--- src/pcp_pkg.sv ---
// Package with register map, reset values and field layout of the pad control
package pcp_pkg;

  // ----------------------------------------------------------------
  // Bus geometry
  // ----------------------------------------------------------------
  localparam int ADDR_W   = 8;
  localparam int DATA_W   = 32;
  localparam int STRB_W   = 4;
  localparam int PIN_N    = 8;

  // ----------------------------------------------------------------
  // Register byte addresses
  // ----------------------------------------------------------------
  localparam logic [ADDR_W-1:0] PULL_ENABLE_OFS  = 8'h00;
  localparam logic [ADDR_W-1:0] SLEW_ENABLE_OFS  = 8'h04;
  localparam logic [ADDR_W-1:0] DRIVE_SELECT_OFS = 8'h08;
  localparam logic [ADDR_W-1:0] PAD_STATUS_OFS   = 8'h0C;

  // ----------------------------------------------------------------
  // Reset values: pull-ups off, slew limiting off, low drive
  // ----------------------------------------------------------------
  localparam logic [PIN_N-1:0] PULL_ENABLE_RST  = 8'h00;
  localparam logic [PIN_N-1:0] SLEW_ENABLE_RST  = 8'h00;
  localparam logic [PIN_N-1:0] DRIVE_SELECT_RST = 8'h00;

  // ----------------------------------------------------------------
  // Pad status field positions (low bit of each byte field)
  // ----------------------------------------------------------------
  localparam int STAT_PULL_LSB  = 0;
  localparam int STAT_SLEW_LSB  = 8;
  localparam int STAT_DRIVE_LSB = 16;
  localparam int STAT_DIR_LSB   = 24;

  // ----------------------------------------------------------------
  // Encodings
  // ----------------------------------------------------------------
  localparam logic DIR_OUTPUT   = 1'b1;
  localparam logic DRIVE_HIGH   = 1'b1;
  localparam logic [DATA_W-1:0] READ_ZERO = 32'h0000_0000;

endpackage

--- src/pcp_pad_cell.sv ---
// One pin's pad gating: direction decides which settings reach the pad
`timescale 1ns/1ps
`default_nettype none

module pcp_pad_cell (
  // Direction of the pin
  input  wire logic dir_in,
  // Software settings for the pin
  input  wire logic pull_enable_in,
  input  wire logic slew_enable_in,
  input  wire logic drive_strength_in,
  // Effective pad controls
  output logic      pull_up_on_out,
  output logic      slew_limit_on_out,
  output logic      high_drive_on_out
);

  logic is_output;

  assign is_output = (dir_in == pcp_pkg::DIR_OUTPUT); // RQ7

  // Pull-up only on inputs; an output forces it off
  assign pull_up_on_out    = pull_enable_in & ~is_output; // RQ2 RQ3

  // Slew and drive only matter while the driver is on
  assign slew_limit_on_out = slew_enable_in & is_output; // RQ4 RQ6
  assign high_drive_on_out =
    (drive_strength_in == pcp_pkg::DRIVE_HIGH) & is_output; // RQ8 RQ6

endmodule

`default_nettype wire

--- src/pcp_pad_ctrl.sv ---
// Port C pad control registers with APB slave and per-pin pad gating
//
// Functional notes
// RQ1: Eight pull enable bits, one per pin, each switching that pin's pull-up.
// RQ2: Pull bit 1 on an input pin connects the pull-up; 0 leaves it off.
// RQ3: On an output pin the pull bit is ignored and pull-up is off.
// RQ4: Eight slew enable bits; set turns slew limiting on, clear turns off.
// RQ5: Eight drive strength bits, each choosing low or high drive per pin.
// RQ6: On input pins slew and drive strength bits have no effect.
// RQ7: Direction bit 1 makes the pin an output; 0 makes it input.
// RQ8: Drive strength bit 0 selects low drive, 1 selects high drive.
//
// The APB interface to the registers and the register addresses were decided locally.
`timescale 1ns/1ps
`default_nettype none

module pcp_pad_ctrl (
  // Clock and reset
  input  wire logic                        clk_in,
  input  wire logic                        rst_n_in,
  // APB slave
  input  wire logic                        psel_in,
  input  wire logic                        penable_in,
  input  wire logic                        pwrite_in,
  input  wire logic [pcp_pkg::ADDR_W-1:0]  paddr_in,
  input  wire logic [pcp_pkg::DATA_W-1:0]  pwdata_in,
  input  wire logic [pcp_pkg::STRB_W-1:0]  pstrb_in,
  output logic      [pcp_pkg::DATA_W-1:0]  prdata_out,
  output logic                             pready_out,
  output logic                             pslverr_out,
  // Pin direction from the port's direction register
  input  wire logic [pcp_pkg::PIN_N-1:0]   direction_bits_in,
  // Pad controls towards the third port pins
  output logic      [pcp_pkg::PIN_N-1:0]   pull_up_on_out,
  output logic      [pcp_pkg::PIN_N-1:0]   slew_limit_on_out,
  output logic      [pcp_pkg::PIN_N-1:0]   high_drive_on_out
);

  // ----------------------------------------------------------------
  // State
  // ----------------------------------------------------------------
  typedef struct packed {
    logic [pcp_pkg::PIN_N-1:0]  pull_enable_bits;
    logic [pcp_pkg::PIN_N-1:0]  slew_enable_bits;
    logic [pcp_pkg::PIN_N-1:0]  drive_strength_bits;
    logic [pcp_pkg::PIN_N-1:0]  pull_up_on;
    logic [pcp_pkg::PIN_N-1:0]  slew_limit_on;
    logic [pcp_pkg::PIN_N-1:0]  high_drive_on;
    logic [pcp_pkg::DATA_W-1:0] rdata;
  } pcp_state_s;

  pcp_state_s state_q;
  pcp_state_s state_d;

  logic [pcp_pkg::PIN_N-1:0] cell_pull;
  logic [pcp_pkg::PIN_N-1:0] cell_slew;
  logic [pcp_pkg::PIN_N-1:0] cell_drive;
  logic                      setup_phase;
  logic                      access_phase;
  logic                      addr_hit;
  logic                      wr_commit;
  logic [pcp_pkg::DATA_W-1:0] read_mux;

  // ----------------------------------------------------------------
  // Per-pin pad gating
  // ----------------------------------------------------------------
  for (genvar i = 0; i < pcp_pkg::PIN_N; i++) begin : g_pin
    pcp_pad_cell u_cell (
      .dir_in            (direction_bits_in[i]),
      .pull_enable_in    (state_q.pull_enable_bits[i]),
      .slew_enable_in    (state_q.slew_enable_bits[i]),
      .drive_strength_in (state_q.drive_strength_bits[i]),
      .pull_up_on_out    (cell_pull[i]),
      .slew_limit_on_out (cell_slew[i]),
      .high_drive_on_out (cell_drive[i])
    );
  end

  // ----------------------------------------------------------------
  // APB decode
  // ----------------------------------------------------------------
  assign setup_phase  = psel_in & ~penable_in;
  assign access_phase = psel_in & penable_in;

  always_comb begin
    addr_hit = 1'b1;
    read_mux = pcp_pkg::READ_ZERO;
    case (paddr_in)
      pcp_pkg::PULL_ENABLE_OFS: begin
        read_mux[pcp_pkg::PIN_N-1:0] = state_q.pull_enable_bits;
      end
      pcp_pkg::SLEW_ENABLE_OFS: begin
        read_mux[pcp_pkg::PIN_N-1:0] = state_q.slew_enable_bits;
      end
      pcp_pkg::DRIVE_SELECT_OFS: begin
        read_mux[pcp_pkg::PIN_N-1:0] = state_q.drive_strength_bits;
      end
      pcp_pkg::PAD_STATUS_OFS: begin
        // Shows what each pad is really doing, after direction gating
        read_mux[pcp_pkg::STAT_PULL_LSB +: pcp_pkg::PIN_N] =
          state_q.pull_up_on;
        read_mux[pcp_pkg::STAT_SLEW_LSB +: pcp_pkg::PIN_N] =
          state_q.slew_limit_on;
        read_mux[pcp_pkg::STAT_DRIVE_LSB +: pcp_pkg::PIN_N] =
          state_q.high_drive_on;
        read_mux[pcp_pkg::STAT_DIR_LSB +: pcp_pkg::PIN_N] =
          direction_bits_in;
      end
      default: begin
        addr_hit = 1'b0;
      end
    endcase
  end

  // Zero wait states; unmapped addresses answer with an error
  assign pready_out  = 1'b1;
  assign pslverr_out = access_phase & ~addr_hit;

  // Only lane 0 carries register data; other lanes are ignored
  assign wr_commit = access_phase & pwrite_in & addr_hit & pstrb_in[0];

  // ----------------------------------------------------------------
  // Next state
  // ----------------------------------------------------------------
  always_comb begin
    state_d = state_q;
    if (wr_commit) begin
      case (paddr_in)
        pcp_pkg::PULL_ENABLE_OFS: begin
          state_d.pull_enable_bits = pwdata_in[pcp_pkg::PIN_N-1:0]; // RQ1
        end
        pcp_pkg::SLEW_ENABLE_OFS: begin
          state_d.slew_enable_bits = pwdata_in[pcp_pkg::PIN_N-1:0]; // RQ4
        end
        pcp_pkg::DRIVE_SELECT_OFS: begin
          state_d.drive_strength_bits =
            pwdata_in[pcp_pkg::PIN_N-1:0]; // RQ5
        end
        default: begin
          state_d.rdata = state_q.rdata;
        end
      endcase
    end
    // Read data is captured in setup so it stands through the access
    if (setup_phase && !pwrite_in) begin
      state_d.rdata = read_mux;
    end
    // Pad outputs are registered, so they trail a direction change by a cycle
    state_d.pull_up_on    = cell_pull; // RQ2 RQ3
    state_d.slew_limit_on = cell_slew; // RQ6
    state_d.high_drive_on = cell_drive; // RQ6 RQ8
  end

  // ----------------------------------------------------------------
  // State register
  // ----------------------------------------------------------------
  always_ff @(posedge clk_in or negedge rst_n_in) begin
    if (!rst_n_in) begin
      state_q.pull_enable_bits    <= pcp_pkg::PULL_ENABLE_RST;
      state_q.slew_enable_bits    <= pcp_pkg::SLEW_ENABLE_RST;
      state_q.drive_strength_bits <= pcp_pkg::DRIVE_SELECT_RST;
      state_q.pull_up_on          <= 8'h00;
      state_q.slew_limit_on       <= 8'h00;
      state_q.high_drive_on       <= 8'h00;
      state_q.rdata               <= pcp_pkg::READ_ZERO;
    end else begin
      state_q <= state_d;
    end
  end

  assign prdata_out        = state_q.rdata;
  assign pull_up_on_out    = state_q.pull_up_on;
  assign slew_limit_on_out = state_q.slew_limit_on;
  assign high_drive_on_out = state_q.high_drive_on;

endmodule

`default_nettype wire

--- config.mk ---
export PLATFORM = sky130hd
export DESIGN_NAME = pcp_pad_ctrl
export DESIGN_NICKNAME = d
export VERILOG_FILES = /design/src/pcp_pkg.sv /design/src/pcp_pad_cell.sv /design/src/pcp_pad_ctrl.sv
export SDC_FILE = /design/constraint.sdc
export NUM_CORES = 1
export LEC_CHECK = 0
export ABC_AREA = 1
export BUFFER_PORTS_ARGS = -buffer_cell sky130_fd_sc_hd__buf_2
export CAP_MARGIN = 40
export CORE_ASPECT_RATIO = 0.9
export CORE_MARGIN = 2
export CORE_UTILIZATION = 40
export CTS_CLUSTER_SIZE = 25
export DETAILED_ROUTE_END_ITERATION = 16
export PLACE_DENSITY_LB_ADDON = 0.12
export SLEW_MARGIN = 25
export SYNTH_ARGS = -nofsm -noshare
export SYNTH_HDL_FRONTEND = slang
export SYNTH_HIERARCHICAL = 1
export SYNTH_SLANG_ARGS = --single-unit
--- constraint.sdc ---
create_clock -name clk_in -period 1 [get_ports clk_in]
set_clock_uncertainty 0.15 [all_clocks]
set_input_delay 0.1 -clock clk_in [delete_from_list [all_inputs] [get_ports clk_in]]
set_output_delay 0.1 -clock clk_in [all_outputs]
set_load 0.02 [all_outputs]
---- After elaboration in Yosys (flattened, before gate mapping) ----
Index checks and enable logic that the tools add are counted.
Widths: inputs -> output; s select.
operators by class
  $add $sub $neg .......................... 0
  multipliers ............................. 0
  divide/modulo/power cells ............... 0
  order comparisons ....................... 0
  eq/ne operators ......................... 3
  shifts and indexed selects .............. 0
  multiplexer cells ....................... 3
  bitwise logic cells ..................... 40
  reductions and logical operators ........ 7
operators with widths
  cell                number
  $pmux 8 s4          1
  $and 1x1->1         30
  $mux 24             1
  $eq 8x4->1 const B  2
  $not 1->1           10
  $eq 8x3->1 const B  1
  $logic_not 8->1     1
  $reduce_and 2->1    3
  $reduce_or 4->1     1
  $logic_and 1x1->1   1
  $logic_not 1->1     1
  $mux 1              1
word-level totals
  bits in registers ....................... 80
  latch bits .............................. 0
  bits in writable memories ............... 0
  memory bits (read-only) ................. 0
  input bits .............................. 57
  output and inout bits ................... 58
  memories ................................ 0

---- Longest topological paths before layout ----
Gate-level depths: netlist of run 1.
  depth in word-level cells ............... 6
  gate-level depth with buffers ........... 8
  depth with buffers taken out ............ 7

---- Cells and area by module ----
Netlist of run 1, hierarchy kept.
by module, submodules not included
  module        instances  cells each  area each (um2)  seq. area each (um2)
  pcp_pad_ctrl  1          385         3733.6           2001.9
  pcp_pad_cell  8          6           22.5             0.0

---- Least setup slack after synthesis of run 1 ----
No wires, ideal clock.
  path kind ............................... input port to flip-flop
  from .................................... input paddr_in[7] (netlist bit)
  to ...................................... register state_q[69] (netlist bit)
  setup time .............................. 0.120 ns
  arrival ................................. 0.860 ns
  required time ........................... 0.730 ns
  slack ................................... -0.130 ns
  cell stages on the path ................. 7
  path through ............................ nor2_2 nand2_4 nor3_4 nand2_2 buf_6 nand2_1 o21ai_2
between the ends
  cells in the longest elaborated chain, start to end .. 6
  elaborated cells between the ends (all ways) .. 9
  those cells by class .................... eq/ne (3); mux (1); bitwise (2); reduce/logical (3)
ends and longest elaborated chain
  what                                      RTL line                                 RTL
  start, declared                           pcp_pad_ctrl.sv:25                       input wire logic [pcp_pkg::ADDR_W-1:0] paddr_in,
  $eq 8x3->1, or another cell as far along  pcp_pad_ctrl.sv:88, pcp_pad_ctrl.sv:128
  $reduce_or 4->1 (no line)                 -
  $mux 1                                    pcp_pad_ctrl.sv:88                       case (paddr_in)
  $and 1x1->1 (2 in series)                 pcp_pad_ctrl.sv:120                      assign wr_commit = access_phase & pwrite_in & addr_hit & pstrb_in[0];
  $reduce_and 2->1 (no line) *              -
  end signal, assigned                      pcp_pad_ctrl.sv:167                      state_q <= state_d;
  end, declared                             pcp_pad_ctrl.sv:52                       pcp_state_s state_q;
Every way passes the cells marked *; elsewhere a longest branch is shown, timed or not.
A chain may end at the register's enable or synchronous reset.

---- Worst setup path in the final report of run 1 ----
  from .................................... register state_q (netlist bit pull_up_on_out[3])
  to ...................................... output pull_up_on_out[3] (netlist bit)
RTL lines
  what           RTL line            RTL
  end, declared  pcp_pad_ctrl.sv:34  output logic [pcp_pkg::PIN_N-1:0] pull_up_on_out,
No word-level cell between the ends.

==> qor.yml, run 1 <==
status: "finished, violations left"
violations: "hold timing, setup timing"
ant_nets: 0
multi_input_area_um2: 1360
clk_pin_slew_ns: 0.09
synthAdderAreaFrac: 0
holdWs_ns: -0.000650
dp_hpwl_um: 6530
num-fill-cells: 873
path_max_fanout: 2
synth_top_family_by_area: "simple AND/OR/NAND/NOR gates"
synth-edff-count: 0
gp_congestion: 0.867
area_delta_synth_final_pct: 43.7
worstSetupPathType: "flop to output pin"
period_share: 1.28
holdCritPathClass: "input pin to asynchronous set/reset pin"
tns_ns: -8.76
rsz0062_at_grt: "yes"
core_area_um2: 9610
ys_seq_area_frac: 0.512
power.total_mw: 6.45
drv_slew: 0
crit_path_cell_trace: "buf_6 -> buf_6"
synth_top_area_frac: 0.512
synthTopCellsByArea: "dfrtp_1 51%, nand2_1 13%, buf_4 11%"
place_inst: 621
row_count: 34
reg2reg_from: "pull_up_on_out[4]"
grt_antenna_before_repair: 0
wl_um: 9610
clk_path_buf_depth: 2
ys_seq_elements: 80
n_antenna_cell: 0
synth.distinct_cells: 22
synthesis.area_um2: 3910
end_kind: "output pin"
num_vias: 3027
initial_core_util: 0.407
setup_viol: 73
worstPathRequired_ns: 0.75
crit_top_cell: "buf_6"
final-instance-count-excl-fill: 688
dieArea_um2: 10600
grt_pass1_vias: 2904
crit_cells: 2
cpPeakStageDelay_ns: 0.43
cts_root_buffer: "clkbuf_8"
drv_cap: 0
synthMuxAreaShare: 0
clock-sinks: 80
cpMaxStageDelayCell: "dfrtp_1"
power_density_nw_per_um2: 1150
vias_per_cell: 4.40
chipWidth_um: 108
max-vdd-ir-drop_v: 0.000816
drive_gt1_frac: 0.472
p_leak_nw: 3.00
r2r_cells: 5
grt_overflow: 0
cp_data_arrival_time_ns: 1.03
drt_iter0_markers: 213
final_nets: 614
fin_crit_ns: 1.28
drtPass1Iterations: 5
syn_avg_cell_area_um2: 9.04
synth_compound_area_frac: 0.104
cts_buffers: 9
clkLatencyLatePin_ns: 0.35
cts_htree_levels: 3
yosys.area.top_type: "dfrtp_1"
netlist_instances: 433
grt_usage: 0.188
regToRegSetupSlack_ns: -0.07
portBuffers: 86
top_level_ports: 115
worstReg2RegEnd: "prdata_out[4]"
grt_pass1_wl_um: 15600
die_h_um: 97.8
ys_warn_count: 6
synth_ff_type: "dfrtp_1"
final_util: 0.585
crit_family: "flip-flops"
synth.net_count: 490
synthArstFlopShare: 1.00
critical_path_buf_inv_count: 2
place_ws_ns: -0.298
fmax_mhz: 784
drc_errors: 0
hold_viol: 6
synthSimpleGateAreaFrac: 0.212
grt_max_degree: 37
cts_tree: "done"
synth_xor_area_frac: 0
ff_latch_area_um2: 2000
cp-start-kind: "flop"
post_drt_wl_per_cell_um: 14.0
setup_slack_ns: -0.276
==> worst max path at each step <==
stage                       from           endpoint  slack, ns
3_5_place_dp         paddr_in[7]        state_q[79]      -0.30
6_report       pull_up_on_out[3]  pull_up_on_out[3]      -0.28
3_3_place_gp         paddr_in[7]        state_q[60]      -0.32
5_1_grt        pull_up_on_out[3]  pull_up_on_out[3]      -0.31
2_1_floorplan        paddr_in[7]        state_q[69]      -0.09
4_1_cts        pull_up_on_out[3]  pull_up_on_out[3]      -0.29
==> registers in the layout, indices dropped and copies added (netlist names) <==
name,cells
prdata_out,32
slew_limit_on_out,8
high_drive_on_out,8
pull_up_on_out,8
state_q,24
==> stage by stage <==
| stage | hold slack, ns | area (µm²) |
|---|---|---|
| after floorplan | -0.346 | 3950 |
| after global placement | -0.177 | 4460 |
| after detailed placement | -0.176 | 4460 |
| after CTS | -0.0214 | 5410 |
| after global routing | 0.00442 | 5620 |
| final | -0.000650 | 5620 |
==> cell usage after synthesis, types with 3 or more instances <==
| library cell | count |
|---|---|
| buf_2 | 3 |
| buf_4 | 59 |
| buf_6 | 5 |
| clkbuf_1 | 3 |
| dfrtp_1 | 80 |
| inv_1 | 33 |
| inv_2 | 4 |
| nand2_1 | 133 |
| nand2_2 | 5 |
| nand2_4 | 3 |
| nand3_1 | 24 |
| nor2_1 | 13 |
| nor2_2 | 5 |
| o21ai_1 | 22 |
| o21ai_2 | 34 |
==> cell usage in the layout, fill, tap and decap left out, drive strengths merged <==
cell	instances
nor3	2
nand3b	1
inv	40
nand2	141
nand3	24
buf	166
o21ai	56
bufinv	2
conb	1
clkinv	1
dlygate4sd3	17
nor2	20
clkinvlp	2
clkbuf	9
dfrtp	80
==> what timing repair did <==
item,4_1_cts,5_1_grt
pin swaps,19,35
buffers inserted,19,15
setup endpoints to repair,58,71
hold buffers,17,0
resized for setup,123,29
hold endpoints to repair,136,0
==> final cells by class <==
class / count / area share
Tap cell: 126 / 0.0280
Sequential cell: 80 / 0.356
Inverter: 38 / 0.0258
Timing Repair Buffer: 183 / 0.308
Clock buffer: 9 / 0.0220
Multi-Input combinational cell: 245 / 0.242
Clock inverter: 7 / 0.0185
==> report_power, final <==
group / switching, mW / internal (mW)
clock: 1.28 / 1.44
sequential: 0.00912 / 3.24
combinational: 0.277 / 0.201
total: 1.56 / 4.88
==> layer usage <==
layer / wire length (µm) / vias to the layer above / global-route usage
met3: 473 / 11 / 0.0327
met2: 4360 / 83 / 0.276
li1: - / 1548 / -
met1: 4640 / 1385 / 0.286
met5: 0 / - / 0
met4: 139 / 0 / 0.0513
==> kinds of logic after synthesis <==
group	Yosys count
simple gates	188
buf+inv	108
compound gates	56
other cells	1
flops	80
Power figures use the tool's default switching activity.
==> run 2, diff against run 1 <==
--- a/config.mk
+++ b/config.mk
@@ -6,15 +6,14 @@
 export NUM_CORES = 1
 export LEC_CHECK = 0
 export ABC_AREA = 1
-export BUFFER_PORTS_ARGS = -buffer_cell sky130_fd_sc_hd__buf_2
 export CAP_MARGIN = 40
 export CORE_ASPECT_RATIO = 0.9
 export CORE_MARGIN = 2
 export CORE_UTILIZATION = 40
 export CTS_CLUSTER_SIZE = 25
 export DETAILED_ROUTE_END_ITERATION = 16
+export DONT_BUFFER_PORTS = 1
 export PLACE_DENSITY_LB_ADDON = 0.12
-export SLEW_MARGIN = 25
 export SYNTH_ARGS = -nofsm -noshare
 export SYNTH_HDL_FRONTEND = slang
 export SYNTH_HIERARCHICAL = 1
==> run 2 against run 1 <==
Effect of this change:
- the run still ends with hold timing, setup timing left
- core utilization shrank 3.6 points
- first-iteration DRC count is 24% lower
- cell count decreased by 6.0%
- via count fell by 4.4%
- global-route usage is 1.4 points lower
- critical path type unchanged
- largest cell class unchanged
- highest routed layer unchanged
==> qor.yml, run 2 (same netlist as run 1, synthesis figures left out) <==
portBuffers: 0  # -100%
core_area_um2: 9610  # unchanged
num-fill-cells: 891  # +2.1%
row_count: 34  # unchanged
drv_cap: 0  # unchanged
chipWidth_um: 108  # unchanged
hold_viol: 80  # +74
num_vias: 2894  # -4.4%
vias_per_cell: 4.47  # +1.7%
period_share: 1.26  # -0.0178
grt_overflow: 0  # unchanged
cts_tree: "done"
grt_pass1_vias: 2792  # -3.9%
fin_crit_ns: 1.26  # -0.0178 ns
clkLatencyLatePin_ns: 0.35  # about the same
post_drt_wl_per_cell_um: 13.6  # -2.4%
dieArea_um2: 10600  # unchanged
rsz0062_at_grt: "yes"
holdWs_ns: -0.716  # -0.716 ns
gp_congestion: 0.803  # -7.4%
drv_slew: 0  # unchanged
cp-start-kind: "flop"
cts_htree_levels: 3  # unchanged
place_ws_ns: -0.168  # +0.130 ns
top_level_ports: 115  # unchanged
path_max_fanout: 2  # unchanged
worstPathRequired_ns: 0.75  # about the same
holdCritPathClass: "input pin to asynchronous set/reset pin"
largest_reg_flops: 32  # unchanged
fmax_mhz: 795  # +1.4%
clock-sinks: 80  # unchanged
setup_viol: 64  # -12%
area_delta_synth_final_pct: 34.9
finalInstanceArea_um2: 5280  # -6.1%
drc_errors: 0  # unchanged
drt_iter0_markers: 162  # -24%
power_density_nw_per_um2: 1150  # about the same
dpl_cell_area_um2: 4350  # -2.5%
end_kind: "output pin"
cpPeakStageDelay_ns: 0.41  # -0.02 ns
hold_buffers: 16  # -1
final_nets: 573  # -6.7%
grt_antenna_before_repair: 0  # unchanged
cts_root_buffer: "clkbuf_8"
max-vdd-ir-drop_v: 0.000593  # -27%
cp_data_arrival_time_ns: 1.01  # -0.02 ns
drtPass1Iterations: 4  # -1
p_leak_nw: 2.80  # -6.9%
mostFrequentLayoutCell: "nand2_1"
setup_slack_ns: -0.258  # +0.0178 ns
wl_um: 8820  # -8.2%
crit_top_cell: "buf_6"
critical_path_buf_inv_count: 2  # unchanged
crit_path_cell_trace: "buf_6 -> buf_6"
grt_max_degree: 81  # +120%
grt_pass1_wl_um: 14400  # -7.5%
clk_path_buf_depth: 2  # unchanged
dp_hpwl_um: 6190  # -5.2%
final_cell_mix: "126 x nand2_1, 80 x dfrtp_1, 63 x buf_6"
cpMaxStageDelayCell: "dfrtp_1"
clk_pin_slew_ns: 0.09  # about the same
cts_buffers: 9  # unchanged
status: "finished, violations left"
crit_family: "flip-flops"
final_util: 0.549  # -0.0359
initial_core_util: 0.407  # unchanged
worstSetupPathType: "flop to output pin"
violations: "hold timing, setup timing"
grt_usage: 0.174  # -0.0140
power.total_mw: 6.06  # -6.1%
drive_gt1_frac: 0.417  # -0.0550
n_antenna_cell: 0  # unchanged
tns_ns: -8.50  # +0.263 ns
ant_nets: 0  # unchanged
die_h_um: 97.8  # unchanged
==> run 2: cell count changes in the layout (fill, tap and decap cells not counted), sizes merged <==
cell | previous run | this run
bufinv | 2 | 1
clkinv | 1 | 2
inv | 40 | 41
clkbuf | 9 | 10
buf | 166 | 126
clkinvlp | 2 | 0
dlygate4sd3 | 17 | 16
==> run 2: what timing repair did <==
item                                    CTS  global route
endpoints found under the setup margin   59            65
setup buffers                            18            16
resized for setup                        60            18
endpoints found under the hold margin   136            80
pin swaps                                15            14
==> run 2: per-layer routing <==
metal	global-route usage	up-vias	part of all wire	wire length [µm]
met2	0.266	75	0.46	4030
li1	-	1474	-	-
met3	0.0401	12	0.042	369
met5	0	-	0	0
met1	0.249	1333	0.49	4320
met4	0.0503	0	0.012	108
==> run 2: worst paths after layout <==
kind                                    from           endpoint  slack [ns]  depth (start not counted)
max in group asynchronous           rst_n_in      prdata_out[5]        1.27                          0
setup / recovery           pull_up_on_out[3]  pull_up_on_out[3]       -0.26                          2
min in group clk_in                pwrite_in        state_q[74]        0.03                          4
hold reg to reg               prdata_out[21]     prdata_out[21]        0.37                          2
hold / removal                      rst_n_in     prdata_out[10]       -0.72                          0
setup reg to reg           pull_up_on_out[7]      prdata_out[7]       -0.09                          5
==> run 2: layout make-up <==
cell class	instances	area, µm²	area share
clock buffers	10	138	0.0261
clock inverters	6	73.8	0.0140
inverters	38	145	0.0275
multi-input cells	245	1330	0.252
flip-flops and latches	80	2000	0.379
well taps	126	158	0.0299
repair buffers	142	1430	0.271
==> run 2: through the flow <==
| stage | hold slack (ns) | instances |
|---|---|---|
| 2_1_floorplan | -0.346 | 433 |
| 3_3_place_gp | -0.343 | 581 |
| 3_5_place_dp | -0.342 | 581 |
| 4_1_cts | -0.737 | 631 |
| 5_1_grt | -0.750 | 647 |
| 6_report | -0.716 | 647 |
==> run 2: power by group <==
part / internal (mW) / switching, mW
clock network: 1.26 / 1.24
registers: 3.24 / 0.00951
logic: 0.130 / 0.178
==> run 3, diff against run 2 <==
--- a/config.mk
+++ b/config.mk
@@ -5,7 +5,6 @@
 export SDC_FILE = /design/constraint.sdc
 export NUM_CORES = 1
 export LEC_CHECK = 0
-export ABC_AREA = 1
 export CAP_MARGIN = 40
 export CORE_ASPECT_RATIO = 0.9
 export CORE_MARGIN = 2
==> run 3 against run 2 <==
Effect of this change:
- the run still ends with hold timing, setup timing left
- worst hold slack better by 0.0097 ns
- clock-buffer cell count stayed put
- combinational power is 17% lower
- clock power is 4% lower
- critical path type is now input pin to flop
- area after synthesis is 7.1% lower
- power is 2.7% lower
- sequential power hardly changed
- global-route usage is 1.0 points higher
- largest power group unchanged
- critical path depth is 1 higher
- maximum frequency is 15% lower
- sequential cell count stayed put
==> qor.yml, run 3 <==
largest_reg_flops: 32  # unchanged
dp_hpwl_um: 5410  # -13%
ys_warn_count: 6  # unchanged
swShare: 0.220  # -0.0149
row_count: 32  # -5.9%
period_share: 1.47  # +0.214
cp_data_arrival_time_ns: 1.55  # +0.54 ns
status: "finished, violations left"
combPwrFrac: 0.044  # -0.007
clkLatencyLatePin_ns: 0.34  # about the same
synth.net_count: 359  # -27%
cts_htree_levels: 3  # unchanged
yosys.area.top_type: "dfrtp_1"
clk_pin_slew_ns: 0.08  # about the same
drtPass1Iterations: 4  # unchanged
met1_usage: 0.259  # +0.0105
die_h_um: 94.5  # -3.4%
dieArea_um2: 9870  # -6.8%
final_cell_mix: "80 x dfrtp_1, 67 x buf_6, 52 x buf_4"
regToRegSetupSlack_ns: -0.32  # -0.23 ns
synth_ff_type: "dfrtp_1"
drt_iter0_markers: 128  # -21%
use_met2: 0.284  # +0.0182
hold_buffers: 16  # unchanged
mostFrequentLayoutCell: "dfrtp_1"
synthesis.area_um2: 3640  # -7.1%
fmax_mhz: 679  # -15%
met3_usage: 0.0435  # +0.00342
clock-sinks: 80  # unchanged
top_level_ports: 115  # unchanged
grt_max_degree: 81  # unchanged
p_leak_nw: 2.44  # -13%
final_util: 0.571  # +0.0216
syn_avg_cell_area_um2: 12.0  # +33%
yosysMostFrequentCell: "dfrtp_1"
ant_nets: 0  # unchanged
clockPowerShare: 0.404  # -0.008
clk_path_buf_depth: 2  # unchanged
grt-busiest-layer: "met2"
drv_cap: 0  # unchanged
worstSetupPathType: "input pin to flop"
power_density_nw_per_um2: 1190  # +3.6%
synthArstFlopShare: 1.00  # unchanged
cpPeakStageDelay_ns: 0.56  # +0.15 ns
synth.distinct_cells: 26  # +18%
end_kind: "flop"
critical_path_buf_inv_count: 0  # -2
final_nets: 439  # -23%
area_delta_synth_final_pct: 36.3
grt_pass1_wl_um: 13500  # -6.0%
core_area_um2: 8690  # -9.6%
p_int_mw: 4.59  # -0.81%
ys_seq_area_frac: 0.550  # +0.0389
dpl_cell_area_um2: 4150  # -4.7%
netlist_top_cells_count: "80 x dfrtp_1, 57 x buf_4, 49 x nand2_1"
cts_root_buffer: "clkbuf_8"
max-vdd-ir-drop_v: 0.000776  # +31%
netlist_instances: 302  # -30%
crit_top_cell: "or4_4"
vias_per_cell: 4.74  # +5.9%
drv_slew: 0  # unchanged
ys_seq_elements: 80  # unchanged
cts_buffers: 9  # unchanged
power.switching_mw: 1.30  # -8.9%
fin_crit_ns: 1.47  # +0.214 ns
grt_pass1_vias: 2418  # -13%
rsz0062_at_grt: "yes"
portBuffers: 0  # unchanged
num-fill-cells: 784  # -12%
multi_input_area_um2: 1230  # -7.9%
wl_um: 8310  # -5.8%
r2r_cells: 2  # -3
drc_errors: 0  # unchanged
hold_viol: 112  # +40%
synthTopCellsByArea: "dfrtp_1 55%, buf_4 12%, nand2_1 5.1%"
post_drt_wl_per_cell_um: 16.5  # +21%
ff_latch_area_um2: 2000  # unchanged
grt_usage: 0.184  # +0.0103
holdCritPathClass: "input pin to asynchronous set/reset pin"
crit_family: "simple AND/OR/NAND/NOR gates"
power_frac_seq: 0.552  # +0.015
cpMaxStageDelayCell: "or4_4"
worstPathRequired_ns: 1.07  # +0.32 ns
setup_viol: 113  # +77%
n_antenna_cell: 0  # unchanged
setup_slack_ns: -0.472  # -0.214 ns
holdWs_ns: -0.707  # +0.00967 ns
gp_congestion: 0.781  # -2.8%
violations: "hold timing, setup timing"
cts_tree: "done"
grt_overflow: 0  # unchanged
chipWidth_um: 105  # -3.5%
synth-edff-count: 0  # unchanged
finalInstanceArea_um2: 4960  # -6.1%
initial_core_util: 0.419  # +0.0116
crit_cells: 3  # +1
synth_top_area_frac: 0.550  # +0.0389
grt_antenna_before_repair: 0  # unchanged
path_max_fanout: 8  # +6
num_vias: 2393  # -17%
cp-start-kind: "input pin"
drive_gt1_frac: 0.466  # +0.0498
crit_path_cell_trace: "or4_4 -> or4_4 -> mux2_4"
-- run 3: cell type report --
class	count	share of cell area
clock buffers	10	0.0278
clock inverters	5	0.0116
multi-input cells	152	0.248
flip-flops and latches	80	0.404
well taps	119	0.0300
repair buffers	139	0.279
-- run 3: what timing repair did --
action / in CTS / in global routing
endpoints found under the setup margin: 113 / 113
resized for setup: 72 / 10
endpoints found under the hold margin: 160 / 110
pin swaps: 7 / 0
buffers inserted: 17 / 5
-- run 3: worst paths after layout --
kind / start / end
max in group asynchronous: rst_n_in / pull_up_on_out[5]
max: paddr_in[5] / state_q[63]
min: rst_n_in / state_q[79]
max reg2reg: pull_up_on_out[4] / prdata_out[4]
min reg2reg: prdata_out[11] / prdata_out[11]
min in group clk_in: paddr_in[3] / prdata_out[1]
-- run 3: worst reg2reg max path, cell delays in order, from the launching register on --
cell and delay (ns):
dfrtp_1 0.41, mux4_2 0.47, a22o_1 0.19
-- run 3: logic make-up (layout without fill, tap and decap cells) --
group,after synthesis,in the layout,synth area share
buf+inv,70,154,0.135
flops,80,80,0.550
other cells,1,1,0.00103
mux,32,32,0.132
compound gates,33,33,0.0550
simple gates,86,86,0.126
-- run 3: per-layer routing --
metal / vias to the layer above / part of all wire
met5: - / 0
met4: 0 / 0.011
met3: 6 / 0.050
met2: 77 / 0.47
met1: 1198 / 0.47
li1: 1112 / -
-- run 3: metrics by stage --
stage	TNS (ns)	setup slack (ns)	power [mW]	cells
floorplan	-44.80	-0.889	3.44	302
global placement	-41.46	-0.818	3.48	452
detailed placement	-42.10	-0.836	3.48	452
CTS	-31.22	-0.456	5.97	500
global route	-34.35	-0.474	6.12	505
finish	-30.68	-0.472	5.89	505
-- run 3: power by group through the flow --
stage	clock [mW]	sequential, mW	combinational, mW
floorplan	0	3.32	0.125
global placement	0	3.32	0.163
detailed placement	0	3.32	0.164
CTS	2.46	3.25	0.254
global route	2.59	3.26	0.276
finish	2.38	3.25	0.257
